===== src/i2csf_consts.vh =====
// Register map, field positions and reset values of the status-flag block
`ifndef I2CSF_CONSTS_VH
`define I2CSF_CONSTS_VH
`define I2CSF_ADDR_W 12
`define I2CSF_OFF_CTRL 12'h288
`define I2CSF_OFF_STATUS 12'h28C
`define I2CSF_OFF_DATA 12'h290
`define I2CSF_OFF_OWNADDR 12'h284
`define I2CSF_OFF_IRQ_ST 12'h2A0
`define I2CSF_OFF_IRQ_EN 12'h2A4
`define I2CSF_OFF_IRQ_CLR 12'h2A8
`define I2CSF_STATUS_RST 8'h81
`define I2CSF_CTRL_RST 8'h00
`define I2CSF_B_DONE 7
`define I2CSF_B_MATCH 6
`define I2CSF_B_BUSY 5
`define I2CSF_B_ARB 4
`define I2CSF_B_DIR 2
`define I2CSF_B_IRQP 1
`define I2CSF_B_RXACK 0
`define I2CSF_C_EN 7
`define I2CSF_C_IEN 6
`define I2CSF_C_MSEL 5
`define I2CSF_C_TX 4
`define I2CSF_C_RSTART 2
`define I2CSF_EV_W 4
`define I2CSF_RESP_OKAY 2'h0
`define I2CSF_RESP_SLVERR 2'h2
`endif


===== src/i2csf_top.v =====
// Two-wire bus status-flag logic with AXI4-Lite register slave
`timescale 1ns/1ps
`include "i2csf_consts.vh"
// Functional notes
// - Byte-done low while shifting the address byte, set at ninth fall
// - Slave match set on own address call
// - Control write clears slave match
// - Busy set on START, cleared on STOP
// - Arb lost: SDA low while driving high
// - Arb lost: receive acknowledge driven high, low
// - Arb lost: start requested while bus busy
// - Arb lost: repeated start in slave mode
// - Arb lost: unrequested STOP detected
// - Arb lost held until software writes zero
// - Direction flag shows calling read/write bit
// - Irq pending on byte, match of a write call, arb lost
// - Irq pending held until software writes zero
// - Interrupt when pending and enable set
// - Receive ack flag captures ninth-bit SDA
// - Arb lost clears master select, no STOP
// - Data access in direction clears byte-done
module i2csf_top (
    input wire CLOCK,
    input wire RSTN,
    input wire SCL_IN,
    input wire SDA_IN,
    output reg SDA_OUT,
    output reg SDA_OE,
    output reg SCL_OUT,
    output reg SCL_OE,
    input wire [11:0] S_AXI_AWADDR,
    input wire S_AXI_AWVALID,
    output reg S_AXI_AWREADY,
    input wire [31:0] S_AXI_WDATA,
    input wire [3:0] S_AXI_WSTRB,
    input wire S_AXI_WVALID,
    output reg S_AXI_WREADY,
    output reg [1:0] S_AXI_BRESP,
    output reg S_AXI_BVALID,
    input wire S_AXI_BREADY,
    input wire [11:0] S_AXI_ARADDR,
    input wire S_AXI_ARVALID,
    output reg S_AXI_ARREADY,
    output reg [31:0] S_AXI_RDATA,
    output reg [1:0] S_AXI_RRESP,
    output reg S_AXI_RVALID,
    input wire S_AXI_RREADY,
    output reg IRQ,
    output reg EV_IRQ
);
    // Bus line synchronisers and edge detect
    reg scl_s1_reg, scl_s2_reg, scl_d_reg;
    reg sda_s1_reg, sda_s2_reg, sda_d_reg;
    always @(posedge CLOCK or negedge RSTN) begin
        if (!RSTN) begin
            scl_s1_reg <= 1'b1;
            scl_s2_reg <= 1'b1;
            scl_d_reg <= 1'b1;
            sda_s1_reg <= 1'b1;
            sda_s2_reg <= 1'b1;
            sda_d_reg <= 1'b1;
        end else begin
            scl_s1_reg <= SCL_IN;
            scl_s2_reg <= scl_s1_reg;
            scl_d_reg <= scl_s2_reg;
            sda_s1_reg <= SDA_IN;
            sda_s2_reg <= sda_s1_reg;
            sda_d_reg <= sda_s2_reg;
        end
    end
    wire scl_rise = scl_s2_reg & ~scl_d_reg;
    wire scl_fall = ~scl_s2_reg & scl_d_reg;
    wire start_det = scl_s2_reg & scl_d_reg & sda_d_reg & ~sda_s2_reg;
    wire stop_det = scl_s2_reg & scl_d_reg & ~sda_d_reg & sda_s2_reg;

    // Registers
    reg [7:0] ctrl_reg;
    reg [7:0] own_addr_reg;
    reg [7:0] data_reg;
    reg done_reg;
    reg match_reg;
    reg busy_reg;
    reg arb_reg;
    reg dir_reg;
    reg irqp_reg;
    reg rxack_reg;
    localparam [7:0] status_rst = `I2CSF_STATUS_RST;
    reg [3:0] ev_st_reg;
    reg [3:0] ev_en_reg;
    // Byte tracking on the bus
    reg [3:0] bit_cnt_reg;
    reg [7:0] shift_reg;
    reg addr_phase_reg;
    reg slave_act_reg;
    reg stop_req_reg;
    reg drive_hi_reg;

    // AXI write channel capture
    reg aw_have_reg, w_have_reg;
    reg [11:0] aw_addr_reg;
    reg [31:0] w_data_reg;
    reg [3:0] w_strb_reg;
    wire wr_fire = aw_have_reg & w_have_reg & ~S_AXI_BVALID;
    wire wr_lane0 = wr_fire & w_strb_reg[0];
    wire wr_ctrl = wr_lane0 && aw_addr_reg == `I2CSF_OFF_CTRL;
    wire wr_stat = wr_lane0 && aw_addr_reg == `I2CSF_OFF_STATUS;
    wire wr_data = wr_lane0 && aw_addr_reg == `I2CSF_OFF_DATA;
    wire wr_own = wr_lane0 && aw_addr_reg == `I2CSF_OFF_OWNADDR;
    wire wr_ien = wr_lane0 && aw_addr_reg == `I2CSF_OFF_IRQ_EN;
    wire wr_iclr = wr_lane0 && aw_addr_reg == `I2CSF_OFF_IRQ_CLR;
    wire rd_take = S_AXI_ARVALID & S_AXI_ARREADY;
    wire rd_data = rd_take && S_AXI_ARADDR == `I2CSF_OFF_DATA;

    function is_mapped;
        input [11:0] a;
        begin
            is_mapped = (a == `I2CSF_OFF_CTRL) || (a == `I2CSF_OFF_STATUS) ||
                (a == `I2CSF_OFF_DATA) || (a == `I2CSF_OFF_OWNADDR) ||
                (a == `I2CSF_OFF_IRQ_ST) || (a == `I2CSF_OFF_IRQ_EN) ||
                (a == `I2CSF_OFF_IRQ_CLR);
        end
    endfunction

    wire enabled = ctrl_reg[`I2CSF_C_EN];
    wire master = ctrl_reg[`I2CSF_C_MSEL];
    wire tx_mode = ctrl_reg[`I2CSF_C_TX];
    // Control write intents
    wire start_req = wr_ctrl & enabled & w_data_reg[`I2CSF_C_MSEL] & ~master;
    wire rstart_req = wr_ctrl & enabled & w_data_reg[`I2CSF_C_RSTART];
    wire stop_ask = wr_ctrl & master & ~w_data_reg[`I2CSF_C_MSEL];

    // Ninth-bit fall and bit sampling
    wire ninth_fall = scl_fall & (bit_cnt_reg == 4'h9);
    // Acknowledge bit kept out of the shifted byte
    wire sample = scl_rise & (bit_cnt_reg < 4'h8);
    wire ack_bit = bit_cnt_reg == 4'h8;
    wire addr_byte_done = scl_rise & (bit_cnt_reg == 4'h7) & addr_phase_reg;
    wire [7:0] call = {shift_reg[6:0], sda_s2_reg};
    wire own_call = addr_byte_done && call[7:1] == own_addr_reg[7:1] && !master;
    // Arbitration loss sources
    wire arb_sda = master & drive_hi_reg & scl_rise & ~sda_s2_reg &
        (((addr_phase_reg | tx_mode) & ~ack_bit) | (~tx_mode & ack_bit));
    wire arb_start = start_req & busy_reg;
    wire arb_rs = rstart_req & ~master;
    wire arb_stop = stop_det & master & ~stop_req_reg;
    wire arb_ev = enabled & (arb_sda | arb_start | arb_rs | arb_stop);

    always @(posedge CLOCK or negedge RSTN) begin
        if (!RSTN) begin
            bit_cnt_reg <= 4'hF;
            shift_reg <= 8'h00;
            addr_phase_reg <= 1'b0;
            slave_act_reg <= 1'b0;
            stop_req_reg <= 1'b0;
            drive_hi_reg <= 1'b0;
        end else begin
            drive_hi_reg <= SDA_OE ? 1'b0 : (master & enabled);
            if (stop_ask)
                stop_req_reg <= 1'b1;
            else if (stop_det)
                stop_req_reg <= 1'b0;
            if (start_det) begin
                bit_cnt_reg <= 4'h0;
                addr_phase_reg <= 1'b1;
                slave_act_reg <= 1'b0;
            end else if (stop_det) begin
                bit_cnt_reg <= 4'hF;
                addr_phase_reg <= 1'b0;
                slave_act_reg <= 1'b0;
            end else begin
                if (sample)
                    shift_reg <= call;
                if (scl_rise && bit_cnt_reg < 4'h9)
                    bit_cnt_reg <= bit_cnt_reg + 4'h1;
                if (ninth_fall) begin
                    bit_cnt_reg <= 4'h0;
                    addr_phase_reg <= 1'b0;
                end
                if (own_call)
                    slave_act_reg <= 1'b1;
            end
        end
    end

    // Status flags
    always @(posedge CLOCK or negedge RSTN) begin
        if (!RSTN) begin
            done_reg <= status_rst[`I2CSF_B_DONE];
        end else begin
            if (ninth_fall && enabled)
                done_reg <= 1'b1;
            else if ((scl_fall && bit_cnt_reg == 4'h0) || start_det)
                done_reg <= 1'b0;
            else if ((rd_data && !tx_mode) || (wr_data && tx_mode))
                done_reg <= 1'b0;
        end
    end

    always @(posedge CLOCK or negedge RSTN) begin
        if (!RSTN) begin
            match_reg <= 1'b0;
            dir_reg <= 1'b0;
        end else begin
            if (own_call && enabled) begin
                match_reg <= 1'b1;
                dir_reg <= call[0];
            end else if (wr_ctrl) begin
                match_reg <= 1'b0;
            end
        end
    end

    always @(posedge CLOCK or negedge RSTN) begin
        if (!RSTN) begin
            busy_reg <= 1'b0;
        end else begin
            if (start_det)
                busy_reg <= 1'b1;
            else if (stop_det)
                busy_reg <= 1'b0;
        end
    end

    // Set wins over a same-cycle software clear
    always @(posedge CLOCK or negedge RSTN) begin
        if (!RSTN) begin
            arb_reg <= 1'b0;
        end else begin
            if (arb_ev)
                arb_reg <= 1'b1;
            else if (wr_stat && !w_data_reg[`I2CSF_B_ARB])
                arb_reg <= 1'b0;
        end
    end

    always @(posedge CLOCK or negedge RSTN) begin
        if (!RSTN) begin
            irqp_reg <= 1'b0;
        end else begin
            if ((ninth_fall && enabled) || (own_call && enabled && !call[0]) || arb_ev)
                irqp_reg <= 1'b1;
            else if (wr_stat && !w_data_reg[`I2CSF_B_IRQP])
                irqp_reg <= 1'b0;
        end
    end

    always @(posedge CLOCK or negedge RSTN) begin
        if (!RSTN) begin
            rxack_reg <= status_rst[`I2CSF_B_RXACK];
        end else begin
            if (scl_rise && ack_bit)
                rxack_reg <= sda_s2_reg;
        end
    end

    always @(posedge CLOCK or negedge RSTN) begin
        if (!RSTN) begin
            ctrl_reg <= `I2CSF_CTRL_RST;
        end else begin
            if (wr_ctrl)
                ctrl_reg <= {w_data_reg[7:3], 3'b000};
            if (arb_ev)
                ctrl_reg[`I2CSF_C_MSEL] <= 1'b0;
        end
    end

    always @(posedge CLOCK or negedge RSTN) begin
        if (!RSTN) begin
            own_addr_reg <= 8'h00;
            data_reg <= 8'h00;
        end else begin
            if (wr_own)
                own_addr_reg <= w_data_reg[7:0];
            if (wr_data)
                data_reg <= w_data_reg[7:0];
            else if (ninth_fall && !tx_mode)
                data_reg <= shift_reg;
        end
    end

    wire [7:0] status = {done_reg, match_reg, busy_reg, arb_reg, 1'b0, dir_reg,
        irqp_reg, rxack_reg};
    wire [3:0] ev_now = {ninth_fall & enabled, own_call & enabled, start_det, arb_ev};

    // Sticky event status, enable, write-one clear
    always @(posedge CLOCK or negedge RSTN) begin
        if (!RSTN) begin
            ev_st_reg <= 4'h0;
            ev_en_reg <= 4'h0;
        end else begin
            ev_st_reg <= ev_now | (ev_st_reg & ~(wr_iclr ? w_data_reg[3:0] : 4'h0));
            if (wr_ien)
                ev_en_reg <= w_data_reg[3:0];
        end
    end

    // AXI4-Lite slave
    always @(posedge CLOCK or negedge RSTN) begin
        if (!RSTN) begin
            aw_have_reg <= 1'b0;
            w_have_reg <= 1'b0;
            aw_addr_reg <= 12'h000;
            w_data_reg <= 32'h00000000;
            w_strb_reg <= 4'h0;
            S_AXI_AWREADY <= 1'b0;
            S_AXI_WREADY <= 1'b0;
            S_AXI_BVALID <= 1'b0;
            S_AXI_BRESP <= `I2CSF_RESP_OKAY;
            S_AXI_ARREADY <= 1'b0;
            S_AXI_RVALID <= 1'b0;
            S_AXI_RDATA <= 32'h00000000;
            S_AXI_RRESP <= `I2CSF_RESP_OKAY;
        end else begin
            S_AXI_AWREADY <= ~aw_have_reg & ~S_AXI_AWREADY & ~S_AXI_BVALID;
            S_AXI_WREADY <= ~w_have_reg & ~S_AXI_WREADY & ~S_AXI_BVALID;
            if (S_AXI_AWVALID && S_AXI_AWREADY) begin
                aw_have_reg <= 1'b1;
                aw_addr_reg <= {S_AXI_AWADDR[11:2], 2'b00};
            end
            if (S_AXI_WVALID && S_AXI_WREADY) begin
                w_have_reg <= 1'b1;
                w_data_reg <= S_AXI_WDATA;
                w_strb_reg <= S_AXI_WSTRB;
            end
            if (wr_fire) begin
                aw_have_reg <= 1'b0;
                w_have_reg <= 1'b0;
                S_AXI_BVALID <= 1'b1;
                S_AXI_BRESP <= is_mapped(aw_addr_reg) ? `I2CSF_RESP_OKAY : `I2CSF_RESP_SLVERR;
            end else if (S_AXI_BREADY)
                S_AXI_BVALID <= 1'b0;
            S_AXI_ARREADY <= ~S_AXI_ARREADY & ~S_AXI_RVALID & ~S_AXI_ARVALID ? 1'b0 :
                (~S_AXI_ARREADY & ~S_AXI_RVALID);
            if (rd_take) begin
                S_AXI_RVALID <= 1'b1;
                S_AXI_RRESP <= is_mapped({S_AXI_ARADDR[11:2], 2'b00}) ?
                    `I2CSF_RESP_OKAY : `I2CSF_RESP_SLVERR;
                case ({S_AXI_ARADDR[11:2], 2'b00})
                    `I2CSF_OFF_CTRL: S_AXI_RDATA <= {24'h000000, ctrl_reg};
                    `I2CSF_OFF_STATUS: S_AXI_RDATA <= {24'h000000, status};
                    `I2CSF_OFF_DATA: S_AXI_RDATA <= {24'h000000, data_reg};
                    `I2CSF_OFF_OWNADDR: S_AXI_RDATA <= {24'h000000, own_addr_reg};
                    `I2CSF_OFF_IRQ_ST: S_AXI_RDATA <= {28'h0000000, ev_st_reg};
                    `I2CSF_OFF_IRQ_EN: S_AXI_RDATA <= {28'h0000000, ev_en_reg};
                    default: S_AXI_RDATA <= 32'h00000000;
                endcase
            end else if (S_AXI_RREADY)
                S_AXI_RVALID <= 1'b0;
        end
    end

    // Outputs; the bus lines are only released here, the shifter is outside
    always @(posedge CLOCK or negedge RSTN) begin
        if (!RSTN) begin
            IRQ <= 1'b0;
            EV_IRQ <= 1'b0;
            SDA_OUT <= 1'b0;
            SDA_OE <= 1'b0;
            SCL_OUT <= 1'b0;
            SCL_OE <= 1'b0;
        end else begin
            IRQ <= irqp_reg & ctrl_reg[`I2CSF_C_IEN];
            EV_IRQ <= |(ev_st_reg & ev_en_reg);
            SDA_OUT <= 1'b0;
            SDA_OE <= 1'b0;
            SCL_OUT <= 1'b0;
            SCL_OE <= 1'b0;
        end
    end
endmodule // i2csf_top


===== config.mk =====
export PLATFORM = sky130hd
export DESIGN_NAME = i2csf_top
export DESIGN_NICKNAME = d
export VERILOG_FILES = /design/src/i2csf_top.v
export VERILOG_INCLUDE_DIRS = /design/src
export SDC_FILE = /design/constraint.sdc
export NUM_CORES = 1
export LEC_CHECK = 0
export BUFFER_PORTS_ARGS = -buffer_cell sky130_fd_sc_hd__buf_2
export CAP_MARGIN = 10
export CORE_AREA = 5 5 84 164
export DETAILED_ROUTE_END_ITERATION = 16
export DIE_AREA = 0 0 89 169
export HOLD_SLACK_MARGIN = 0.15
export PLACE_DENSITY = 0.61
export SYNTH_ARGS = -nofsm -noshare
export SYNTH_HDL_FRONTEND = slang
export SYNTH_SLANG_ARGS = --single-unit

===== constraint.sdc =====
create_clock -name CLOCK -period 2.7 [get_ports CLOCK]
set_clock_uncertainty 0.05 [all_clocks]
set_input_delay 0.54 -clock CLOCK [delete_from_list [all_inputs] [get_ports CLOCK]]
set_output_delay 0.54 -clock CLOCK [all_outputs]
set_load 0.02 [all_outputs]

Yosys cells after proc, flatten, opt, wreduce, memory -nomap -nowiden:

Index checks and enable logic that the tools add are counted.

* $lt $le $gt $ge: 2
* equality and inequality tests: 19
* reduce and logical (&&, ||, !) cells: 60
* $add $sub $neg: 1
* multiplexer cells: 36
* bitwise gates (word level): 70

Operators with widths (count)
* $eq A10 B8 Y1 const B: 14
* $pmux W8 S6: 1
* $and A1 B1 Y1: 42
* $mux W1: 25
* $logic_and A1 B1 Y1: 22
* $reduce_bool A2 Y1: 11
* $mux W4: 5
* $not A1 Y1: 19
* $logic_or A1 B1 Y1: 16
* $mux W8: 2
* $eq A12 B10 Y1 const B: 1
* $and A4 B4 Y4: 2
* $eq A4 B4 Y1 const B: 2
* $lt A4 B4 Y1 const B: 2
* $eq A7 B7 Y1: 1
* $mux W6: 1
* $reduce_bool A3 Y1: 2
* $logic_not A1 Y1: 5
* $or A1 B1 Y1: 5
* $add A4 B1 Y4 const B: 1
* $eq A4 B3 Y1 const B: 1
* $logic_not A4 Y1: 1
* $mux W2: 2
* $not A4 Y4: 1
* other kinds (4): 4

* logic and storage cells: 227
* register bits: 121
* input port bits: 69
* output and inout port bits: 47

Depth between registers and ports, before layout:

Gate-level depths: netlist of run 1.

* depth after elaboration: 14
* gate-level depth with buffers: 8
* mapped depth without buffers: 7

Least setup slack after synthesis of run 1:

OpenSTA, ideal clock, no wires.

* path kind: reg2reg
* from: register S_AXI_BVALID
* to: register own_addr_reg[0]
* library setup time: 125 ps
* setup slack: 327 ps
* cell stages (with the launch flop): 6
* data required time: 2525 ps
* clock period less this slack: 2373 ps
* data arrival time: 2198 ps
* path buffers: 0
* cells stage by stage: dfrtp_1 > nand4b_1 > or4b_4 > or2_4 > nor4_4 > mux2_2

* longest elaborated chain between the ends: 4

RTL lines
* from (decl): RTL line i2csf_top.v:39 `output reg S_AXI_BVALID,`
* from (signal assigned): RTL line i2csf_top.v:307 `S_AXI_BVALID <= 1'b0;`
* from (signal assigned): RTL line i2csf_top.v:328 `S_AXI_BVALID <= 1'b1;`
* from (signal assigned): RTL line i2csf_top.v:331 `S_AXI_BVALID <= 1'b0;`
* $not A1 Y1: RTL line i2csf_top.v:103 `wire wr_fire = aw_have_reg & w_have_reg & ~S_AXI_BVALID;`
* $and A1 B1 Y1: RTL line i2csf_top.v:103
* $and A1 B1 Y1: RTL line i2csf_top.v:104 `wire wr_lane0 = wr_fire & w_strb_reg[0];`
* $logic_and A1 B1 Y1 (no source line)
* to (signal assigned): RTL line i2csf_top.v:273 `own_addr_reg <= w_data_reg[7:0];`
* to (decl): RTL line i2csf_top.v:78 `reg [7:0] own_addr_reg;`

Every way passes these cells.
A chain may end at the register's enable or synchronous reset.

Final worst setup path of run 1:

* from: register aw_addr_reg[8]
* to: register own_addr_reg[7]

* longest elaborated chain between the ends: 2

RTL lines
* from (decl): RTL line i2csf_top.v:100 `reg [11:0] aw_addr_reg;`
* from (signal assigned): RTL line i2csf_top.v:318 `aw_addr_reg <= {S_AXI_AWADDR[11:2], 2'b00};`
* $eq A10 B8 Y1 (no source line)
* $logic_and A1 B1 Y1 (no source line)

Every way passes these cells.

==> results of run 1 <==
[what timing repair did]
item,4_1_cts,5_1_grt
hold buffers,1,0
hold endpoints to repair,23,0
buffers inserted,0,0
resized for setup,0,0
[layout by cell type, fill, tap and decap left out, types with 5 or more instances in the layout]
cell type | Yosys | routed
sky130_fd_sc_hd__a21oi_1 | 20 | 20
sky130_fd_sc_hd__a22oi_1 | 9 | 9
sky130_fd_sc_hd__buf_2 | 1 | 55
sky130_fd_sc_hd__buf_4 | 30 | 7
sky130_fd_sc_hd__clkbuf_16 | 0 | 9
sky130_fd_sc_hd__conb_1 | 1 | 30
sky130_fd_sc_hd__dfrtp_1 | 83 | 83
sky130_fd_sc_hd__dfstp_2 | 12 | 12
sky130_fd_sc_hd__inv_1 | 16 | 16
sky130_fd_sc_hd__mux2_2 | 50 | 50
sky130_fd_sc_hd__mux2i_1 | 11 | 11
sky130_fd_sc_hd__nand2_1 | 32 | 32
sky130_fd_sc_hd__nand2b_1 | 6 | 6
sky130_fd_sc_hd__nand3_1 | 5 | 5
sky130_fd_sc_hd__nor2_1 | 22 | 22
sky130_fd_sc_hd__nor2b_1 | 7 | 7
sky130_fd_sc_hd__nor3_1 | 5 | 5
sky130_fd_sc_hd__o21ai_0 | 21 | 21
sky130_fd_sc_hd__xnor2_1 | 9 | 9
[layout make-up]
| class | instances | area (um2) |
|---|---|---|
| clock inverter | 6 | 68.8 |
| tap | 150 | 188 |
| sequential | 95 | 2390 |
| inverter | 16 | 60.1 |
| fill | 1198 | 7130 |
| clock buffer | 10 | 229 |
| multi-input combinational | 286 | 1980 |
| timing repair buffer | 64 | 358 |
[cells by family (layout without fill, tap and decap cells)]
| logic type | after synthesis | after routing | share of synthesized area |
|---|---|---|---|
| AND/OR/NAND/NOR | 108 | 108 | 0.130 |
| flip-flops | 95 | 95 | 0.520 |
| AO/OA/AOI/OAI | 74 | 74 | 0.102 |
| multiplexers | 61 | 61 | 0.146 |
| buffers and inverters | 58 | 96 | 0.0721 |
| XOR/XNOR | 9 | 9 | 0.0171 |
| adder cells (fa/ha/maj) | 4 | 4 | 0.0109 |
| other | 1 | 30 | 0.000816 |
[worst reg2reg max path, cell delays in order, from the launching register on]
cell                       delay [ns]
sky130_fd_sc_hd__dfrtp_1         0.37
sky130_fd_sc_hd__and4bb_2        0.30
sky130_fd_sc_hd__or4b_4          0.48
sky130_fd_sc_hd__or2_4           0.28
sky130_fd_sc_hd__nor4_4          0.18
sky130_fd_sc_hd__buf_4           0.22
sky130_fd_sc_hd__mux2_2          0.34
[how the worst max path moves through the flow]
stage	startpoint	endpoint	slack [ns]	cells past startpoint
2_1_floorplan	S_AXI_BVALID	own_addr_reg[0]	0.33	5
3_3_place_gp	aw_addr_reg[8]	ev_en_reg[2]	0.35	5
3_5_place_dp	aw_addr_reg[8]	own_addr_reg[7]	0.35	6
4_1_cts	aw_addr_reg[8]	own_addr_reg[5]	0.32	6
5_1_grt	aw_addr_reg[6]	own_addr_reg[7]	0.24	6
6_report	aw_addr_reg[8]	own_addr_reg[7]	0.35	6
[metrics by stage]
stage | total power [mW] | instances | hold WS (ns) | util
after floorplan | 2.94 | 439 | 0.194 | -
after global placement | 3.22 | 610 | 0.296 | 0.400
after global routing | 4.78 | 627 | 0.235 | 0.425
after detailed placement | 3.25 | 610 | 0.297 | 0.400
after CTS | 4.54 | 627 | 0.231 | 0.425
final | 4.50 | 627 | 0.243 | 0.425
[routing by layer]
| metal | global-route usage | up-vias |
|---|---|---|
| met1 | 0.192 | 1594 |
| met4 | 0.0408 | 0 |
| met2 | 0.216 | 80 |
| met3 | 0.0297 | 10 |
| li1 | - | 1523 |
| met5 | 0 | - |
[where the power goes]
part	switching (mW)	internal, mW	leakage (nW)	total, mW
registers	0.404	1.82	1.20	2.22
logic	0.487	0.513	1.16	0.999
clock network	0.551	0.725	0.143	1.28
total	1.44	3.06	2.50	4.50
==> metrics.md, run 1 <==
| Metric | Value |
|---|---|
| Cell family contributing the most delay on the critical path | simple AND/OR/NAND/NOR gates |
| Slew HR | 0.636 |
| Data arrival at the endpoint of the critical path | 2.53 ns |
| Final period utilization | 0.871 |
| Endpoint of the most critical register-to-register path | own_addr_reg[7] |
| Average detailed-routed wire length per instance | 15.9 um |
| Wire length the detailed router placed on met1 | 4290 um |
| Mapped Avg Cell Area | 11.2 um2 |
| Source of the worst register-to-register timing path | aw_addr_reg[8] |
| Number of global-route vias before repair | 3202 |
| Portion of the post-synthesis area used by sequential elements | 0.520 |
| Number of top-level pins | 116 |
| Power per standard cell area | 852 nW/um2 |
| Die outline height | 169 um |
| HPWL after detailed placement | 7560 um |
| Post-route worst setup slack | 0.348 ns |
| Delay of the slowest cell on the worst path | 0.48 ns |
| TritonCTS clock tree | done |
| X dimension of the die | 89 um |
| Standard cell with the maximum stage delay on the critical path | sky130_fd_sc_hd__or4b_4 |
| Setup repair after global routing missed its margin | no |
| Clock sinks | 95 |
| Critical path type | flip-flop to flip-flop |
| Clock root buffer | sky130_fd_sc_hd__clkbuf_16 |
| Register clock-pin slew on the reported worst setup and hold paths | 0.07 ns |
| NumNets Final | 545 |
| Number of placement rows | 58 |
| Count of input and output buffers | 56 |
| Highest routed metal layer | met4 |
| Number of enable-type register cells in the synthesized netlist | 0 |
| Leftover overflow at the end of global routing | 0 |
| Final count of pins violating max slew | 0 |
| Area of the die | 15000 um2 |
| Critical-path maximum fanout | 7 |
| # H-tree levels | 3 |
| Worst setup SP type | flip-flop |
| Category of the worst setup path capture point | flip-flop |
| Biggest area contributors in the synthesized netlist | sky130_fd_sc_hd__dfrtp_1 (45%), sky130_fd_sc_hd__mux2_2 (12%), sky130_fd_sc_hd__dfstp_2 (6.9%) |
| Worst setup timing slack at the placement stage | 0.346 ns |
| Leak pwr | 2.50 nW |
| Antenna violations before repair | 0 |
| Placer congestion estimate | 0.837 |
| Area added between synthesis and finish | 14.8% |
| Post-synthesis cell type with the largest combined area | sky130_fd_sc_hd__dfrtp_1 |
| Tmin final | 2.35 ns |
| Leading post-synthesis cells by instance count | sky130_fd_sc_hd__dfrtp_1 (83), sky130_fd_sc_hd__mux2_2 (50), sky130_fd_sc_hd__nand2_1 (32) |
| Unique cell type count in the Yosys netlist | 51 |
| Max Clk Rate | 0.425 GHz |
| Antenna-violating nets left | 0 |
| Met2 Wirelength | 4930 um |
| First-pass GRT wire length | 16200 um |
| Iter 0 DRT Violations | 218 |
| First-pass iteration count of the detailed router | 4 |
| Setup-failing EPs final | 0 |
| Antenna diode instance count | 0 |
| Buffers and inverters on the worst path | 1 |
| Later-pin clock latency in the skew report | 0.34 ns |
| Fraction of final layout cells with drive strength greater than 1 | 0.310 |
| Highest ir drop seen on vdd | 0.000496 V |
| Synth top area share | 0.452 |
| Clock buffer count from CTS | 9 |
| Core Region | 12400 um2 |
| Post-route standard cell area excluding fillers | 5280 um2 |
| Placed Instance Area | 4970 um2 |
| Clock Tree Buf Depth | 2 |
| Hold path endpoint | sda_s1_reg |
| Pin count of the biggest net entering global routing | 40 |
| Mapped Area | 4600 um2 |
| Worst reg-to-reg setup slack | 0.35 ns |
| Most common cell in the synthesized netlist | sky130_fd_sc_hd__dfrtp_1 |
| Detail-routed via count per cell | 5.11 |
| Yosys Warn Count | 0 |
| Number of vias after detailed routing | 3207 |
| Startpoint of the worst hold path | SDA_IN |
| Data required time of the critical path | 2.88 ns |
| All-Layer GR Usage | 0.138 |
| Path depth of the worst reg2reg path | 6 |
| Slew @ Worst Pin | 0.545 ns |
| Effective utilization at floorplan | 0.370 |
| Type of the worst min-delay path | input pin to flip-flop |
| Result of the run | complete, no violations |
| Max reg flops | 10 |
| Routed length on met3 | 593 um |
| Cell count of the worst hold path | 1 |
| Ordered list of cells on the worst path | and4bb_2 > or4b_4 > or2_4 > nor4_4 > buf_4 > mux2_2 |
| Max cap viols | 0 |
| Final hold violation count | 0 |
| Commonest register cell after synthesis | sky130_fd_sc_hd__dfrtp_1 |
| Flip-flop and latch count after synthesis | 95 |
| Final routed DRC violation total | 0 |
| Total negative slack | 0 ns |
| Proportion of synthesized flip-flops having asynchronous set or reset | 1.00 |
| Final wirelength | 9950 um |
| Cells after synthesis | 410 |
Note: power is estimated with default switching activity, not from simulation.
==> run 2, diff against run 1 <==
--- a/config.mk
+++ b/config.mk
@@ -8,11 +8,11 @@
 export LEC_CHECK = 0
 export BUFFER_PORTS_ARGS = -buffer_cell sky130_fd_sc_hd__buf_2
 export CAP_MARGIN = 10
-export CORE_AREA = 5 5 84 164
+export CORE_AREA = 5 5 72 140
 export DETAILED_ROUTE_END_ITERATION = 16
-export DIE_AREA = 0 0 89 169
+export DIE_AREA = 0 0 77 145
 export HOLD_SLACK_MARGIN = 0.15
-export PLACE_DENSITY = 0.61
+export PLACE_DENSITY = 0.8
 export SYNTH_ARGS = -nofsm -noshare
 export SYNTH_HDL_FRONTEND = slang
 export SYNTH_SLANG_ARGS = --single-unit
==> metrics.md, run 2 (synthesized netlist as in run 1, its figures left out) <==
| Metric | Value |
|---|---|
| Result of the run | complete, no violations |
| Leftover overflow at the end of global routing | 0 |
| Count of input and output buffers | 56 |
| X dimension of the die | 77 um |
| NumNets Final | 542 |
| Effective utilization at floorplan | 0.517 |
| Fraction of final layout cells with drive strength greater than 1 | 0.302 |
| Final count of pins violating max slew | 0 |
| Total of fill cells in the finished design | 709 |
| Slew @ Worst Pin | 0.503 ns |
| Iter 0 DRT Violations | 255 |
| Power per standard cell area | 860 nW/um2 |
| Worst setup SP type | flip-flop |
| Worst setup timing slack at the placement stage | 0.250 ns |
| Total of cells resized after clock tree synthesis | 0 |
| All-Layer GR Usage | 0.187 |
| Final hold violation count | 0 |
| Register clock-pin slew on the reported worst setup and hold paths | 0.06 ns |
| Max Clk Rate | 0.412 GHz |
| Quantity of hold-fixing buffers added after cts | 1 |
| Number of top-level pins | 116 |
| Area of the die | 11200 um2 |
| Type of the worst min-delay path | input pin to flip-flop |
| Startpoint of the worst hold path | SDA_IN |
| Clock root buffer | sky130_fd_sc_hd__clkbuf_16 |
| Cell family contributing the most delay on the critical path | simple AND/OR/NAND/NOR gates |
| Core Region | 8890 um2 |
| Setup repair after global routing missed its margin | no |
| Area added between synthesis and finish | 12.6% |
| Buffers and inverters on the worst path | 0 |
| First-pass GRT wire length | 16700 um |
| Data arrival at the endpoint of the critical path | 2.61 ns |
| Number of post-CTS setup repair buffers | 0 |
| Number of global-route vias before repair | 3409 |
| Leak pwr | 2.48 nW |
| Placer congestion estimate | 0.892 |
| Delay of the slowest cell on the worst path | 0.56 ns |
| Pin count of the biggest net entering global routing | 58 |
| Setup-failing EPs final | 0 |
| Slew HR | 0.665 |
| Antenna diode instance count | 0 |
| Highest ir drop seen on vdd | 0.000604 V |
| TritonCTS clock tree | done |
| Final wirelength | 10200 um |
| Antenna violations before repair | 0 |
| Ordered list of cells on the worst path | nand4b_1 > or4b_4 > or2_4 > nor4b_4 > mux2_2 |
| Standard cell with the maximum stage delay on the critical path | sky130_fd_sc_hd__or4b_4 |
| Clock buffer count from CTS | 9 |
| Final period utilization | 0.900 |
| Antenna-violating nets left | 0 |
| Tmin final | 2.43 ns |
| Die outline height | 145 um |
| Number of vias after detailed routing | 3279 |
| Later-pin clock latency in the skew report | 0.34 ns |
| Clock Tree Buf Depth | 2 |
| HPWL after detailed placement | 7790 um |
| Average detailed-routed wire length per instance | 17.7 um |
| Most frequent standard cell in the layout excluding fill and tap cells | sky130_fd_sc_hd__dfrtp_1 |
| Category of the worst setup path capture point | flip-flop |
| Data required time of the critical path | 2.88 ns |
| Top library cells by usage in the layout, fill and taps aside | sky130_fd_sc_hd__dfrtp_1 (83), sky130_fd_sc_hd__buf_2 (55), sky130_fd_sc_hd__mux2_2 (50) |
| Final routed DRC violation total | 0 |
| Critical-path maximum fanout | 6 |
| Critical path type | flip-flop to flip-flop |
| Post-route worst setup slack | 0.271 ns |
| Launching element of the worst setup path | S_AXI_BVALID |
| Source of the worst register-to-register timing path | S_AXI_BVALID |
| Total negative slack | 0 ns |
| # H-tree levels | 3 |
| Number of placement rows | 49 |
| Max cap viols | 0 |
| Clock sinks | 95 |
| Detail-routed via count per cell | 5.70 |
| First-pass iteration count of the detailed router | 4 |
| Max reg flops | 10 |
-- run 2: changes by cell type in the layout (fill, tap and decap cells not counted) --
cell                       previous run  this run
sky130_fd_sc_hd__buf_4                7         4
sky130_fd_sc_hd__clkbuf_1             1         2
sky130_fd_sc_hd__clkinv_2             1         2
sky130_fd_sc_hd__clkinv_4             1         0
sky130_fd_sc_hd__inv_6                2         0
-- run 2: layout make-up --
type | count | area, um2 | area share
inverters | 16 | 60.1 | 0.0116
multi-input cells | 286 | 1980 | 0.383
clock buffers | 11 | 233 | 0.0449
well taps | 102 | 128 | 0.0246
repair buffers | 61 | 335 | 0.0648
flip-flops and latches | 95 | 2390 | 0.462
clock inverters | 4 | 47.5 | 0.00918
-- run 2: stage by stage --
stage | hold slack, ns | instances | util | instance area [um2] | power (mW)
finish | 0.246 | 575 | 0.582 | 5180 | 4.45
CTS | 0.231 | 575 | 0.582 | 5180 | 4.49
global placement | 0.296 | 559 | 0.550 | 4890 | 3.17
detailed placement | 0.297 | 559 | 0.550 | 4890 | 3.25
floorplan | 0.194 | 439 | - | 4710 | 2.94
global route | 0.232 | 575 | 0.582 | 5180 | 4.70
-- run 2: worst paths after layout --
path                       slack, ns  cells after the start      endpoint
max                             0.27                      5  ev_en_reg[2]
max in group asynchronous       1.22                      3     rxack_reg
max reg2reg                     0.27                      5  ev_en_reg[2]
min                             0.25                      1    sda_s1_reg
min in group asynchronous       0.66                      2      busy_reg
min reg2reg                     0.30                      0    sda_s2_reg
-- run 2: power breakdown --
group	switching, mW	internal, mW
registers	0.403	1.82
clock network	0.518	0.710
logic	0.500	0.505
-- run 2: layer usage --
layer / vias to the layer above / share of wire / track usage
li1: 1516 / - / -
met3: 30 / 0.063 / 0.0459
met4: 0 / 0.049 / 0.114
met1: 1604 / 0.36 / 0.198
met2: 129 / 0.53 / 0.326
met5: - / 0 / 0
==> run 3, diff against run 2 <==
--- a/config.mk
+++ b/config.mk
@@ -8,11 +8,11 @@
 export LEC_CHECK = 0
 export BUFFER_PORTS_ARGS = -buffer_cell sky130_fd_sc_hd__buf_2
 export CAP_MARGIN = 10
-export CORE_AREA = 5 5 72 140
+export CORE_AREA = 5 5 85 119
 export DETAILED_ROUTE_END_ITERATION = 16
-export DIE_AREA = 0 0 77 145
+export DIE_AREA = 0 0 90 124
 export HOLD_SLACK_MARGIN = 0.15
-export PLACE_DENSITY = 0.8
+export PLACE_DENSITY = 0.76
 export SYNTH_ARGS = -nofsm -noshare
 export SYNTH_HDL_FRONTEND = slang
 export SYNTH_SLANG_ARGS = --single-unit
==> metrics.md, run 3 (synthesized netlist as in run 1, its figures left out) <==
| Metric | Value |
|---|---|
| Result of the run | complete, no violations |
| Later-pin clock latency in the skew report | 0.34 ns |
| Type of the worst min-delay path | input pin to asynchronous set/reset pin |
| Endpoint of the most critical register-to-register path | ev_en_reg[1] |
| Leftover overflow at the end of global routing | 0 |
| Number of top-level pins | 116 |
| Fraction of final layout cells with drive strength greater than 1 | 0.309 |
| Detail-routed via count per cell | 5.62 |
| X dimension of the die | 90 um |
| Clock Tree Buf Depth | 2 |
| Final hold violation count | 0 |
| Power per standard cell area | 876 nW/um2 |
| Antenna violations before repair | 0 |
| Pin count of the biggest net entering global routing | 47 |
| Standard cell with the maximum stage delay on the critical path | sky130_fd_sc_hd__or4b_4 |
| Number of post-CTS setup repair buffers | 0 |
| Max Clk Rate | 0.419 GHz |
| Antenna diode instance count | 0 |
| NumNets Final | 541 |
| Post-layout total power | 4.56 mW |
| Critical path type | flip-flop to flip-flop |
| Worst setup SP type | flip-flop |
| Highest ir drop seen on vdd | 0.000687 V |
| Delay of the slowest cell on the worst path | 0.56 ns |
| Iter 0 DRT Violations | 153 |
| Final count of pins violating max slew | 0 |
| Max cap viols | 0 |
| First-pass iteration count of the detailed router | 4 |
| HPWL after detailed placement | 7320 um |
| Data required time of the critical path | 2.88 ns |
| Leak pwr | 2.49 nW |
| Die outline height | 124 um |
| Setup repair after global routing missed its margin | no |
| First-pass GRT wire length | 16500 um |
| Critical-path maximum fanout | 6 |
| Data arrival at the endpoint of the critical path | 2.57 ns |
| Core Region | 8870 um2 |
| Ordered list of cells on the worst path | nand4b_1 > or4b_4 > or2_4 > nor4b_4 > mux2_2 |
| Count of input and output buffers | 56 |
| Worst reg-to-reg setup slack | 0.31 ns |
| Category of the worst setup path capture point | flip-flop |
| Final routed DRC violation total | 0 |
| Number of global-route vias before repair | 3330 |
| Slew @ Worst Pin | 0.619 ns |
| Clock buffer count from CTS | 9 |
| Final wirelength | 9910 um |
| Effective utilization at floorplan | 0.518 |
| Max reg flops | 10 |
| Quantity of hold-fixing buffers added after cts | 0 |
| Number of placement rows | 41 |
| Path depth of the worst reg2reg path | 5 |
| Area of the die | 11200 um2 |
| Setup-failing EPs final | 0 |
| Placer congestion estimate | 0.860 |
| # H-tree levels | 3 |
| Number of vias after detailed routing | 3258 |
| Clock sinks | 95 |
| All-Layer GR Usage | 0.186 |
| Total of cells resized after clock tree synthesis | 0 |
| Total negative slack | 0 ns |
| Source of the worst register-to-register timing path | S_AXI_BVALID |
| Area added between synthesis and finish | 13.3% |
| Tmin final | 2.39 ns |
| Average detailed-routed wire length per instance | 17.1 um |
| Number of standard cells in the final layout excluding fillers | 580 |
| Slew HR | 0.587 |
| Top library cells by usage in the layout, fill and taps aside | sky130_fd_sc_hd__dfrtp_1 (83), sky130_fd_sc_hd__buf_2 (55), sky130_fd_sc_hd__mux2_2 (50) |
| Number of cells in the design after placement | 564 |
| Register clock-pin slew on the reported worst setup and hold paths | 0.07 ns |
| Antenna-violating nets left | 0 |
| Most frequent standard cell in the layout excluding fill and tap cells | sky130_fd_sc_hd__dfrtp_1 |
| TritonCTS clock tree | done |
| Post-Route Utilization | 0.587 |
| Final period utilization | 0.884 |
| Clock root buffer | sky130_fd_sc_hd__clkbuf_16 |
run 3: report_power, final:
part | leakage (nW) | switching [mW] | total [mW] | internal (mW)
logic | 1.14 | 0.496 | 1.00 | 0.505
registers | 1.20 | 0.425 | 2.24 | 1.82
clock network | 0.152 | 0.560 | 1.32 | 0.758
total | 2.49 | 1.48 | 4.56 | 3.08
run 3: worst max-delay path by stage:
| stage | startpoint | endpoint | cells after the start | slack, ns |
|---|---|---|---|---|
| final | S_AXI_BVALID | ev_en_reg[1] | 5 | 0.31 |
| after global routing | S_AXI_BVALID | own_addr_reg[7] | 6 | 0.21 |
| after CTS | S_AXI_BVALID | ev_en_reg[1] | 5 | 0.29 |
| after detailed placement | S_AXI_BVALID | ev_en_reg[0] | 5 | 0.30 |
| after global placement | S_AXI_BVALID | ev_en_reg[0] | 5 | 0.31 |
| after floorplan | S_AXI_BVALID | own_addr_reg[0] | 5 | 0.33 |
run 3: worst max-delay path: cells and delay by family (launching register included):
kind / cells / cell delay (ns)
mux: 1 / 0.38
simple gates: 4 / 1.41
flops: 1 / 0.43
run 3: metrics by stage:
step                cell area (um2)  worst slack [ns]  hold WS, ns
floorplan                      4710             0.327        0.194
global placement               4890             0.307        0.296
detailed placement             4890             0.302        0.303
CTS                            5210             0.290        0.172
global route                   5210             0.207        0.207
finish                         5210             0.313        0.162
run 3: layer usage:
layer | vias to the layer above | track usage | part of all wire
li1 | 1511 | - | -
met1 | 1598 | 0.231 | 0.41
met2 | 126 | 0.307 | 0.49
met3 | 23 | 0.0453 | 0.078
met4 | 0 | 0.0875 | 0.028
met5 | - | 0 | 0
run 3: area by class of cell:
cell class | instances | area, um2
timing repair buffer | 60 | 325
fill | 748 | 3670
clock buffer | 10 | 239
tap | 107 | 134
multi-input combinational | 286 | 1980
clock inverter | 6 | 75.1
inverter | 16 | 60.1
sequential | 95 | 2390
